$ cat config.mk
export PLATFORM = sky130hd
export DESIGN_NAME = ssmt_top
export DESIGN_NICKNAME = d
export VERILOG_FILES = /design/src/ssmt_pkg.sv /design/src/ssmt_baud.sv /design/src/ssmt_top.sv
export SDC_FILE = /design/constraint.sdc
export NUM_CORES = 1
export LEC_CHECK = 0
export ABC_CLOCK_PERIOD_IN_PS = 2380
export BUFFER_PORTS_ARGS = -buffer_cell sky130_fd_sc_hd__buf_2
export CAP_MARGIN = 0
export CORE_ASPECT_RATIO = 0.8
export CORE_MARGIN = 3
export CORE_UTILIZATION = 60
export CTS_CLUSTER_DIAMETER = 150
export DETAILED_ROUTE_END_ITERATION = 10
export GPL_TIMING_DRIVEN = 0
export PLACE_DENSITY = 0.86
export SETUP_SLACK_MARGIN = 0.15
export SYNTH_ARGS = -nofsm -noshare
export SYNTH_HDL_FRONTEND = slang
export SYNTH_SLANG_ARGS = --single-unit
export TNS_END_PERCENT = 1
$ cat constraint.sdc
create_clock -name sys_clk -period 2.38 [get_ports sys_clk]
set_input_delay 0.119 -clock sys_clk [delete_from_list [all_inputs] [get_ports sys_clk]]
set_output_delay 0.119 -clock sys_clk [all_outputs]
set_load 0.01 [all_outputs]
$ cat src/ssmt_pkg.sv
// Function
// - Legacy mode: empty flag clears only by write after reading it at one
// - Interrupt mode: empty pending flag clears itself when request is serviced
// - Polling: pending at one permits a write; software then clears it
// - Device sets end flag when transmission finishes; software then enables end irq
// - Software waits until control register reads zero after clearing enables; the test waits for irq to read zero instead
package ssmt_pkg;

   // ----------------------------------------------------------------
   // Register offsets
   // ----------------------------------------------------------------
   localparam logic [3:0] SSMT_ADDR_HOLD = 4'h0;
   localparam logic [3:0] SSMT_ADDR_CTRL = 4'h1;
   localparam logic [3:0] SSMT_ADDR_STAT = 4'h2;
   localparam logic [3:0] SSMT_ADDR_IRQC = 4'h3;
   localparam logic [3:0] SSMT_ADDR_PRIO = 4'h4;
   localparam logic [3:0] SSMT_ADDR_PMODE = 4'h5;
   localparam logic [3:0] SSMT_ADDR_BAUD = 4'h6;

   // ----------------------------------------------------------------
   // Field positions
   // ----------------------------------------------------------------
   localparam int SSMT_CTRL_TXEN = 0;
   localparam int SSMT_CTRL_EIE = 1;
   localparam int SSMT_CTRL_NIE = 2;
   localparam int SSMT_CTRL_LEGACY = 3;
   localparam int SSMT_ST_EMPTY = 0;
   localparam int SSMT_ST_END = 1;
   localparam int SSMT_IRQC_EPEND = 0;
   localparam int SSMT_IRQC_ECEN = 1;
   localparam int SSMT_IRQC_NCEN = 2;
   localparam int SSMT_PM_DATA = 0;
   localparam int SSMT_PM_CLK = 1;

   // ----------------------------------------------------------------
   // Reset values and sizes
   // ----------------------------------------------------------------
   localparam logic [7:0] SSMT_BAUD_RST = 8'h77;
   localparam logic [7:0] SSMT_PRIO_RST = 8'h00;
   localparam logic [2:0] SSMT_BIT_LAST = 3'h7;

   typedef struct packed {
      logic [3:0] addr;
      logic [7:0] wdata;
      logic wr;
      logic rd;
   } ssmt_bus_req_t;

   typedef struct packed {
      logic data_out;
      logic data_oe_n;
      logic clk_out;
      logic clk_oe_n;
   } ssmt_pins_t;

   typedef enum logic [2:0] {
      SSMT_IDLE = 3'b001,
      SSMT_LOW = 3'b010,
      SSMT_HIGH = 3'b100
   } ssmt_state_t;

endpackage : ssmt_pkg

$ cat src/ssmt_baud.sv
`timescale 1ns/100ps
// ----------------------------------------------------------------
// Half-bit enable divider
// ----------------------------------------------------------------
module ssmt_baud (
   // Clock and reset
   input wire logic sys_clk,
   input wire logic rst,
   // Control
   input wire logic run,
   input wire logic [7:0] div,
   // Enable out
   output logic tick
);
   import ssmt_pkg::*;

   typedef struct packed {
      logic [7:0] cnt;
      logic tick;
   } ssmt_baud_st_t;

   ssmt_baud_st_t s_r, s_nxt;

   always_comb begin
      s_nxt = s_r;
      s_nxt.tick = 1'b0;
      if (!run) begin
         s_nxt.cnt = 8'h00;
      end else if (s_r.cnt >= div) begin
         s_nxt.cnt = 8'h00;
         s_nxt.tick = 1'b1;
      end else begin
         s_nxt.cnt = s_r.cnt + 8'h01;
      end
   end

   always_ff @(posedge sys_clk or posedge rst) begin
      if (rst) begin
         s_r <= '0;
      end else begin
         s_r <= s_nxt;
      end
   end

   assign tick = s_r.tick;
endmodule // ssmt_baud

$ cat src/ssmt_top.sv
`timescale 1ns/100ps
module ssmt_top (
   // Clock and reset
   input wire logic sys_clk,
   input wire logic rst,
   // Register port
   input wire ssmt_pkg::ssmt_bus_req_t bus,
   output logic [7:0] rdata,
   // Serial pins
   output ssmt_pkg::ssmt_pins_t pins,
   // Interrupt
   output logic irq
);
   import ssmt_pkg::*;

   typedef struct packed {
      logic [7:0] rdata;
      logic [7:0] hold;
      logic hold_full;
      logic [7:0] shift;
      logic [2:0] bitn;
      ssmt_state_t st;
      logic txen;
      logic eie;
      logic nie;
      logic legacy;
      logic empty_flag;
      logic empty_seen;
      logic end_flag;
      logic epend;
      logic ecen;
      logic ncen;
      logic [7:0] prio;
      logic [1:0] pmode;
      logic [7:0] baud;
      ssmt_pins_t pins;
      logic irq;
   } ssmt_st_t;

   ssmt_st_t s_r, s_nxt;
   logic tick;
   logic wr_hold;
   logic rd_stat;
   logic load;
   logic shifting;

   ssmt_baud u_baud (
      .sys_clk(sys_clk),
      .rst(rst),
      .run(shifting),
      .div(s_r.baud),
      .tick(tick)
   );

   assign shifting = (s_r.st != SSMT_IDLE);
   assign wr_hold = bus.wr && (bus.addr == SSMT_ADDR_HOLD);
   assign rd_stat = bus.rd && (bus.addr == SSMT_ADDR_STAT);
   // Byte moves to shifter when idle, or at end of last bit
   assign load = s_r.txen && s_r.hold_full &&
      ((s_r.st == SSMT_IDLE) || (s_r.st == SSMT_HIGH && tick && s_r.bitn == SSMT_BIT_LAST));

   always_comb begin
      s_nxt = s_r;
      s_nxt.rdata = 8'h00;

      // ----------------------------------------------------------------
      // Register reads
      // ----------------------------------------------------------------
      if (bus.rd) begin
         unique case (bus.addr)
            SSMT_ADDR_HOLD: s_nxt.rdata = s_r.hold;
            SSMT_ADDR_CTRL: begin
               s_nxt.rdata = {4'h0, s_r.legacy, s_r.nie, s_r.eie, s_r.txen};
            end
            SSMT_ADDR_STAT: s_nxt.rdata = {6'h00, s_r.end_flag, s_r.empty_flag};
            SSMT_ADDR_IRQC: s_nxt.rdata = {5'h00, s_r.ncen, s_r.ecen, s_r.epend};
            SSMT_ADDR_PRIO: s_nxt.rdata = s_r.prio;
            SSMT_ADDR_PMODE: s_nxt.rdata = {6'h00, s_r.pmode};
            SSMT_ADDR_BAUD: s_nxt.rdata = s_r.baud;
            default: s_nxt.rdata = 8'h00;
         endcase
      end
      // Read-before-clear tracking only counts in legacy mode
      s_nxt.empty_seen = s_r.legacy && (s_r.empty_seen || (rd_stat && s_r.empty_flag));

      // ----------------------------------------------------------------
      // Register writes
      // ----------------------------------------------------------------
      if (bus.wr) begin
         unique case (bus.addr)
            SSMT_ADDR_HOLD: begin
               s_nxt.hold = bus.wdata;
               s_nxt.hold_full = 1'b1;
               s_nxt.end_flag = 1'b0;
               // Writing data counts as servicing the request
               if (!s_r.legacy) begin
                  s_nxt.empty_flag = 1'b0;
                  if (s_r.ecen) begin
                     s_nxt.epend = 1'b0;
                  end
               end
            end
            SSMT_ADDR_CTRL: begin
               s_nxt.txen = bus.wdata[SSMT_CTRL_TXEN];
               s_nxt.eie = bus.wdata[SSMT_CTRL_EIE];
               s_nxt.nie = bus.wdata[SSMT_CTRL_NIE];
               s_nxt.legacy = bus.wdata[SSMT_CTRL_LEGACY];
            end
            SSMT_ADDR_STAT: begin
               // Legacy: zero written only after flag was read at one
               if (s_r.legacy && s_r.empty_seen && !bus.wdata[SSMT_ST_EMPTY]) begin
                  s_nxt.empty_flag = 1'b0;
                  s_nxt.empty_seen = 1'b0;
               end
            end
            SSMT_ADDR_IRQC: begin
               if (!bus.wdata[SSMT_IRQC_EPEND]) begin
                  s_nxt.epend = 1'b0;
               end
               s_nxt.ecen = bus.wdata[SSMT_IRQC_ECEN];
               s_nxt.ncen = bus.wdata[SSMT_IRQC_NCEN];
            end
            SSMT_ADDR_PRIO: s_nxt.prio = bus.wdata;
            SSMT_ADDR_PMODE: s_nxt.pmode = bus.wdata[1:0];
            SSMT_ADDR_BAUD: s_nxt.baud = bus.wdata;
            default: ;
         endcase
      end

      // ----------------------------------------------------------------
      // Shifter, LSB first, clock idles high
      // ----------------------------------------------------------------
      if (!s_r.txen) begin
         s_nxt.st = SSMT_IDLE;
         s_nxt.pins.clk_out = 1'b1;
         s_nxt.pins.data_out = 1'b1;
         s_nxt.empty_flag = 1'b1;
         s_nxt.end_flag = 1'b1;
         s_nxt.hold_full = 1'b0;
      end else begin
         unique case (s_r.st)
            SSMT_IDLE: ;
            SSMT_LOW: begin
               if (tick) begin
                  s_nxt.st = SSMT_HIGH;
                  s_nxt.pins.clk_out = 1'b1;
               end
            end
            SSMT_HIGH: begin
               if (tick) begin
                  if (s_r.bitn != SSMT_BIT_LAST) begin
                     s_nxt.bitn = s_r.bitn + 3'h1;
                     s_nxt.shift = {1'b1, s_r.shift[7:1]};
                     s_nxt.pins.data_out = s_r.shift[1];
                     s_nxt.pins.clk_out = 1'b0;
                     s_nxt.st = SSMT_LOW;
                  end else if (!load) begin
                     s_nxt.st = SSMT_IDLE;
                     s_nxt.end_flag = 1'b1;
                  end
               end
            end
            default: s_nxt.st = SSMT_IDLE;
         endcase
         if (load) begin
            s_nxt.shift = s_r.hold;
            // A byte written in the load cycle stays queued
            s_nxt.hold_full = wr_hold;
            s_nxt.bitn = 3'h0;
            s_nxt.pins.data_out = s_r.hold[0];
            s_nxt.pins.clk_out = 1'b0;
            s_nxt.st = SSMT_LOW;
            s_nxt.end_flag = 1'b0;
            // Set wins over a same-cycle clear
            s_nxt.empty_flag = 1'b1;
            s_nxt.epend = 1'b1;
         end
      end

      // ----------------------------------------------------------------
      // Pins and interrupt
      // ----------------------------------------------------------------
      s_nxt.pins.data_oe_n = !s_nxt.pmode[SSMT_PM_DATA];
      s_nxt.pins.clk_oe_n = !s_nxt.pmode[SSMT_PM_CLK];
      s_nxt.irq = (s_nxt.epend && s_nxt.eie && s_nxt.ecen) ||
         (s_nxt.end_flag && s_nxt.nie && s_nxt.ncen && s_nxt.txen);
   end

   always_ff @(posedge sys_clk or posedge rst) begin
      if (rst) begin
         s_r <= '0;
         s_r.st <= SSMT_IDLE;
         s_r.baud <= SSMT_BAUD_RST;
         s_r.prio <= SSMT_PRIO_RST;
         s_r.empty_flag <= 1'b1;
         s_r.end_flag <= 1'b1;
         s_r.pins <= '{data_out: 1'b1, data_oe_n: 1'b1, clk_out: 1'b1, clk_oe_n: 1'b1};
      end else begin
         s_r <= s_nxt;
      end
   end

   assign rdata = s_r.rdata;
   assign pins = s_r.pins;
   assign irq = s_r.irq;
endmodule // ssmt_top

==> results.toml, run 1 <==
[min_path]
hold_path_end = "s_r[10]$_DFFE_PP1P_"
whs_path_depth = 3
hold_class = "input port to flop"
hold_start = "bus[7]"

[clock_tree]
worstSkewPairLatency_ps = 350
numCtsBuffers = 9
clockBufferDepth = 2
cts_max_level = 3
clkSinkCount = 72
cts_tree = "yes"
cts-root-buf = "clkbuf_8"
path_clk_slew_ps = 80
cts_resized = 0

[detailed_routing]
viasPerCell = 5.886
drtPass1Iterations = 5
dr_total_vias = 2690
drt_iter0_drc = 246
drcViolationCount = 0
drt-total-wl_um = 7874
routedWlPerCell_um = 17.23
ant_nets = 0

[synth]
yosys.area.top_type = "dfrtp_1"
synth-main-ff-cell = "dfrtp_1"
syn_avg_cell_area_um2 = 10.90
syn-cell-area_um2 = 3641
async_reset_ff_share_pct = 100.0
yosysUniqueCellTypes = 51
synthCells = 334
yosysTopAreaCellShare_pct = 40.55
synthTopCellsByCount = "59 x dfrtp_1, 29 x nor2_1, 26 x mux2_2, 26 x nand2_1, 18 x inv_1"
synth_area_leaders = "dfrtp_1 41%, dfstp_2 9.4%, mux2_2 8.0%"
synth_edf_count = 0
yosysMostFrequentCell = "dfrtp_1"
yosysWarnings = 0
synth-seq-cells = 72
synth-seq-area-share_pct = 49.93
synth_nets = 361

[floorplanning]
start_util_pct = 64.49
dieArea_um2 = 7045
coreArea_um2 = 5645
die_y_um = 75.68
rows = 24
ios = 29
die_x_um = 93.10

[power_and_ir_drop]
peakVddDrop_mv = 0.6104
power.leakage_nw = 1.967
power.density_nw_per_um2 = 766.4

[layout]
final_util_pct = 73.36
syn_to_final_growth_pct = 13.75
nets = 401
drive_gt1_share_pct = 30.61
final_area_um2 = 4141
antenna_cells = 0
fill_cells = 409

[setup_path]
reg2reg_from = "s_r[36]$_DFFE_PP0P_"
crit_fanout = 10
r2r_end = "pins[3]$_DFFE_PP1P_"
cp.required_ps = 2650
criticalPathCategory = "flop to flop"
cp-end-kind = "flop"
cp-start-kind = "flop"
reg2reg_slack_ps = 340
reg2reg_depth = 7
crit_arrival_ps = 2310

[global_routing]
gr-total-overflow = 0
grt_pass1_wl_um = 13100
grt_max_degree = 73
grt_pass1_vias = 2653
grt_antenna_before_repair = 0
grt_usage_pct = 24.67

[timing]
max_freq_ghz = 0.4891
timing.slew.headroom_pct = 43.65
final-max-slew-violation-count = 0
post-route-period-util_pct = 85.90
finalSetupViolations = 0
setup_tns_ps = 0
skew_ps = 8.888
rsz0062_at_grt = "false"
fin_crit_ps = 2044
worstMarginPinSlew_ps = 845.2
hold_viol = 0

[placement]
port-buffer-count = 26
dp_hpwl_um = 5552
gp_congestion = 0.9307
placed_area_um2 = 3871

[flow_run]
drv_cap = 0

[status]
status = "finished clean"
[layout by cell type, fill, tap and decap left out, drive strengths merged, types with 3 or more instances in the layout]
cell	n
nor2b	5
buf	50
dfrtp	59
a22o	13
inv	18
nor2	30
a21oi	12
nand2b	4
nand2	27
clkbuf	15
and3	6
nor3	4
dfstp	13
ha	11
nand3	14
nand3b	3
bufinv	3
o21ai	16
xor2	5
mux2i	8
nand4b	3
mux2	26
[metrics by stage]
| stage | std cells | setup slack [ps] | power (mW) | hold WS, ps |
|---|---|---|---|---|
| finish | 457 | 335.6 | 3.174 | 13.68 |
| floorplan | 334 | 457.6 | 1.848 | 196.4 |
| global route | 457 | 188.0 | 3.309 | 22.33 |
| detailed placement | 438 | 258.3 | 2.011 | 352.0 |
| CTS | 455 | 211.8 | 3.187 | 1.985 |
| global placement | 438 | -283.6 | 1.975 | 363.9 |
[repair_timing]
item                                    CTS  global route
endpoints found under the setup margin    0             7
hold endpoints to repair                 59             0
hold buffers                              1             0
setup buffers                             0             2
[cells by family (layout without fill, tap and decap cells)]
family / Yosys count / count (layout) / share of synthesized area [%]
mux: 36 / 36 / 11.48
xor+xnor: 6 / 6 / 1.443
flops: 72 / 72 / 49.93
simple gates: 102 / 102 / 14.64
buf+inv: 44 / 89 / 6.357
compound gates: 63 / 63 / 12.37
fa+ha+maj: 11 / 11 / 3.780
[worst max-delay path, stage by stage (launching register included)]
cell     delay [ps]
dfrtp_1         400
ha_1            210
ha_1            260
nor3_1          260
buf_2           280
mux2_2          360
mux2i_1         130
nand2_1          70
[report_power, final]
part | internal [mW] | total [mW] | leakage, nW | switching, mW
registers | 1.41 | 1.55 | 0.911 | 0.134
clock network | 0.725 | 1.17 | 0.124 | 0.447
logic | 0.220 | 0.456 | 0.932 | 0.236
[area by class of cell]
type	instances	area, um^2	area share, %
clock buffers	11	141.4	3.414
well taps	78	97.59	2.356
flip-flops and latches	72	1818	43.90
clock inverters	5	103.9	2.508
multi-input cells	218	1592	38.43
plain buffers	26	163.9	3.958
inverters	18	70.07	1.692
repair buffers	29	155.1	3.746
[worst max-delay path by stage]
| stage | from | to | slack [ps] | depth (start not counted) |
|---|---|---|---|---|
| finish | s_r[36]$_DFFE_PP0P_ | pins[3]$_DFFE_PP1P_ | 340 | 7 |
| global route | u_baud.s_r[1]$_DFF_PP0_ | u_baud.s_r[7]$_DFF_PP0_ | 190 | 7 |
| CTS | s_r[36]$_DFFE_PP0P_ | s_r[45]$_DFFE_PP0P_ | 210 | 7 |
| detailed placement | s_r[36]$_DFFE_PP0P_ | s_r[43]$_DFFE_PP0P_ | 260 | 7 |
| global placement | rst | s_r[24]$_DFF_PP0_ | -280 | 2 |
| floorplan | rst | irq$_DFF_PP0_ | 460 | 1 |
[metal layers]
layer	vias up	routed length (um)	GRT usage, %
met5	-	0	0
met4	0	81	5.691
met3	13	517	6.515
met2	102	3834	41.90
met1	1319	3440	32.49
li1	1256	-	-
[registers in the layout (all words and copies together) (netlist names)]
signal	flops
irq	1
pins	4
rdata	8
s_r	50
u_baud.s_r	8
u_baud.tick	1
Power figures use the tool's default switching activity.
==> inputs of run 2 (changes only) <==
--- a/config.mk
+++ b/config.mk
@@ -14,7 +14,7 @@
 export CTS_CLUSTER_DIAMETER = 150
 export DETAILED_ROUTE_END_ITERATION = 10
 export GPL_TIMING_DRIVEN = 0
-export PLACE_DENSITY = 0.86
+export PLACE_DENSITY = 0.9
 export SETUP_SLACK_MARGIN = 0.15
 export SYNTH_ARGS = -nofsm -noshare
 export SYNTH_HDL_FRONTEND = slang
==> run 2 against run 1 <==
Against the previous run: maximum frequency down 0.68%; first-iteration DRC count down 5.7%; combinational power about the same; die area unchanged; critical path depth down 1; clock-buffer cell count down 2; wire length up 0.47%; worst hold slack worse by 8.6 ps; non-clock buffer count up 2; power down 2.3%; critical path type unchanged; largest cell class unchanged.
==> results.toml, run 2 (same netlist as run 1, synthesis figures left out) <==
[global_routing]
grt_antenna_before_repair = 0
grt_usage_pct = 24.29
grt_max_degree = 73
grt_pass1_wl_um = 12680
grt_pass1_vias = 2686
gr-total-overflow = 0

[setup_path]
crit_arrival_ps = 2350
criticalPathCategory = "flop to flop"
crit_fanout = 8
cp-start-kind = "flop"
cp-end-kind = "flop"
cp.required_ps = 2670

[detailed_routing]
drt-total-wl_um = 7911
ant_nets = 0
drcViolationCount = 0
drt_iter0_drc = 232
dr_total_vias = 2714
drtPass1Iterations = 5
routedWlPerCell_um = 17.24
viasPerCell = 5.913

[timing]
finalSetupViolations = 0
hold_viol = 0
fin_crit_ps = 2059
setup_ws_ps = 321.5
rsz0062_at_grt = "false"
worstMarginPinSlew_ps = 858.6
post-route-period-util_pct = 86.49
whs_ps = 5.039
skew_ps = 3.113
final-max-slew-violation-count = 0
timing.slew.headroom_pct = 42.76
max_freq_ghz = 0.4858

[clock_tree]
cts_tree = "yes"
path_clk_slew_ps = 80
cts_max_level = 3
worstSkewPairLatency_ps = 360
cts-root-buf = "clkbuf_8"
clkSinkCount = 72
numCtsBuffers = 9
cts_resized = 0
clockBufferDepth = 2

[floorplanning]
coreArea_um2 = 5645
start_util_pct = 64.49
die_y_um = 75.68
die_x_um = 93.10
dieArea_um2 = 7045
rows = 24
ios = 29

[placement]
port-buffer-count = 26
dp_worst_setup_slack_ps = 224.4
gp_congestion = 0.9289
dp_hpwl_um = 5534
dp.cells = 438
placed_area_um2 = 3871

[layout]
largest_register = "s_r"
largest_reg_flops = 50
fin_cells = 459
final_area_um2 = 4141
drive_gt1_share_pct = 30.97
layout_commonest_cell = "dfrtp_1"
nets = 403
syn_to_final_growth_pct = 13.75
layout_common_cells = "59 x dfrtp_1, 34 x buf_2, 29 x nor2_1, 26 x mux2_2, 26 x nand2_1"
antenna_cells = 0

[status]
status = "finished clean"

[power_and_ir_drop]
power.density_nw_per_um2 = 748.6
power_mw = 3.100
peakVddDrop_mv = 0.4950
power.leakage_nw = 1.961

[flow_run]
drv_cap = 0

[min_path]
hold_class = "input port to flop"
==> run 2: cell types whose count changed in the layout (fill, tap and decap cells not counted), sizes merged <==
cell and delta:
buf +1, bufinv -1, clkbuf -2, clkinv -1, clkinvlp +2, dlygate4sd3 +1, inv +2
==> run 2: cell type report <==
type | count | area (um^2)
clock inverters | 7 | 103.9
repair buffers | 31 | 172.7
plain buffers | 26 | 163.9
clock buffers | 9 | 123.9
inverters | 18 | 70.07
multi-input cells | 218 | 1592
fillers | 413 | 1504
flip-flops and latches | 72 | 1818
well taps | 78 | 97.59
==> run 2: worst paths after layout <==
kind,cells after the start,endpoint,from,slack [ps]
setup / recovery,6,u_baud.s_r[3]$_DFF_PP0_,s_r[5]$_DFFE_PP1P_,320
hold / removal,3,s_r[10]$_DFFE_PP1P_,bus[7],5
setup reg to reg,6,u_baud.s_r[3]$_DFF_PP0_,s_r[5]$_DFFE_PP1P_,320
hold reg to reg,1,pins[0]$_DFF_PP1_,s_r[14]$_DFF_PP0_,510
max in group asynchronous,3,irq$_DFF_PP0_,rst,1330
min in group asynchronous,3,s_r[22]$_DFFE_PP0P_,rst,490
==> run 2: through the flow <==
step	utilization (%)	TNS, ps
3_3_place_gp	68.53	-16710
4_1_cts	72.96	0
6_report	73.36	0
3_5_place_dp	68.57	0
2_1_floorplan	-	0
5_1_grt	73.36	0
==> run 2: power breakdown <==
group,internal (mW),leakage (nW),switching (mW)
Clock,0.602,0.108,0.501
Combinational,0.223,0.941,0.233
Sequential,1.41,0.911,0.131
==> run 2: repair_timing <==
item                                    4_1_cts  5_1_grt
endpoints found under the hold margin        60        0
endpoints found under the setup margin        0        7
setup buffers                                 0        3
hold buffers                                  2        0
==> run 2: routing by layer <==
layer | vias up | GRT usage (%) | share of wire [%]
met5 | - | 0 | 0
met4 | 0 | 8.130 | 1.6
met3 | 20 | 8.193 | 7.7
met2 | 110 | 41.34 | 49
met1 | 1330 | 29.75 | 42
li1 | 1254 | - | -
==> run 2: critical path, stage by stage (launching register included) <==
cell and delay [ps]:
dfstp_2 580, ha_1 250, nand2b_1 140, a211oi_1 220, o21ai_0 150, a311o_1 500
nor2_1 140
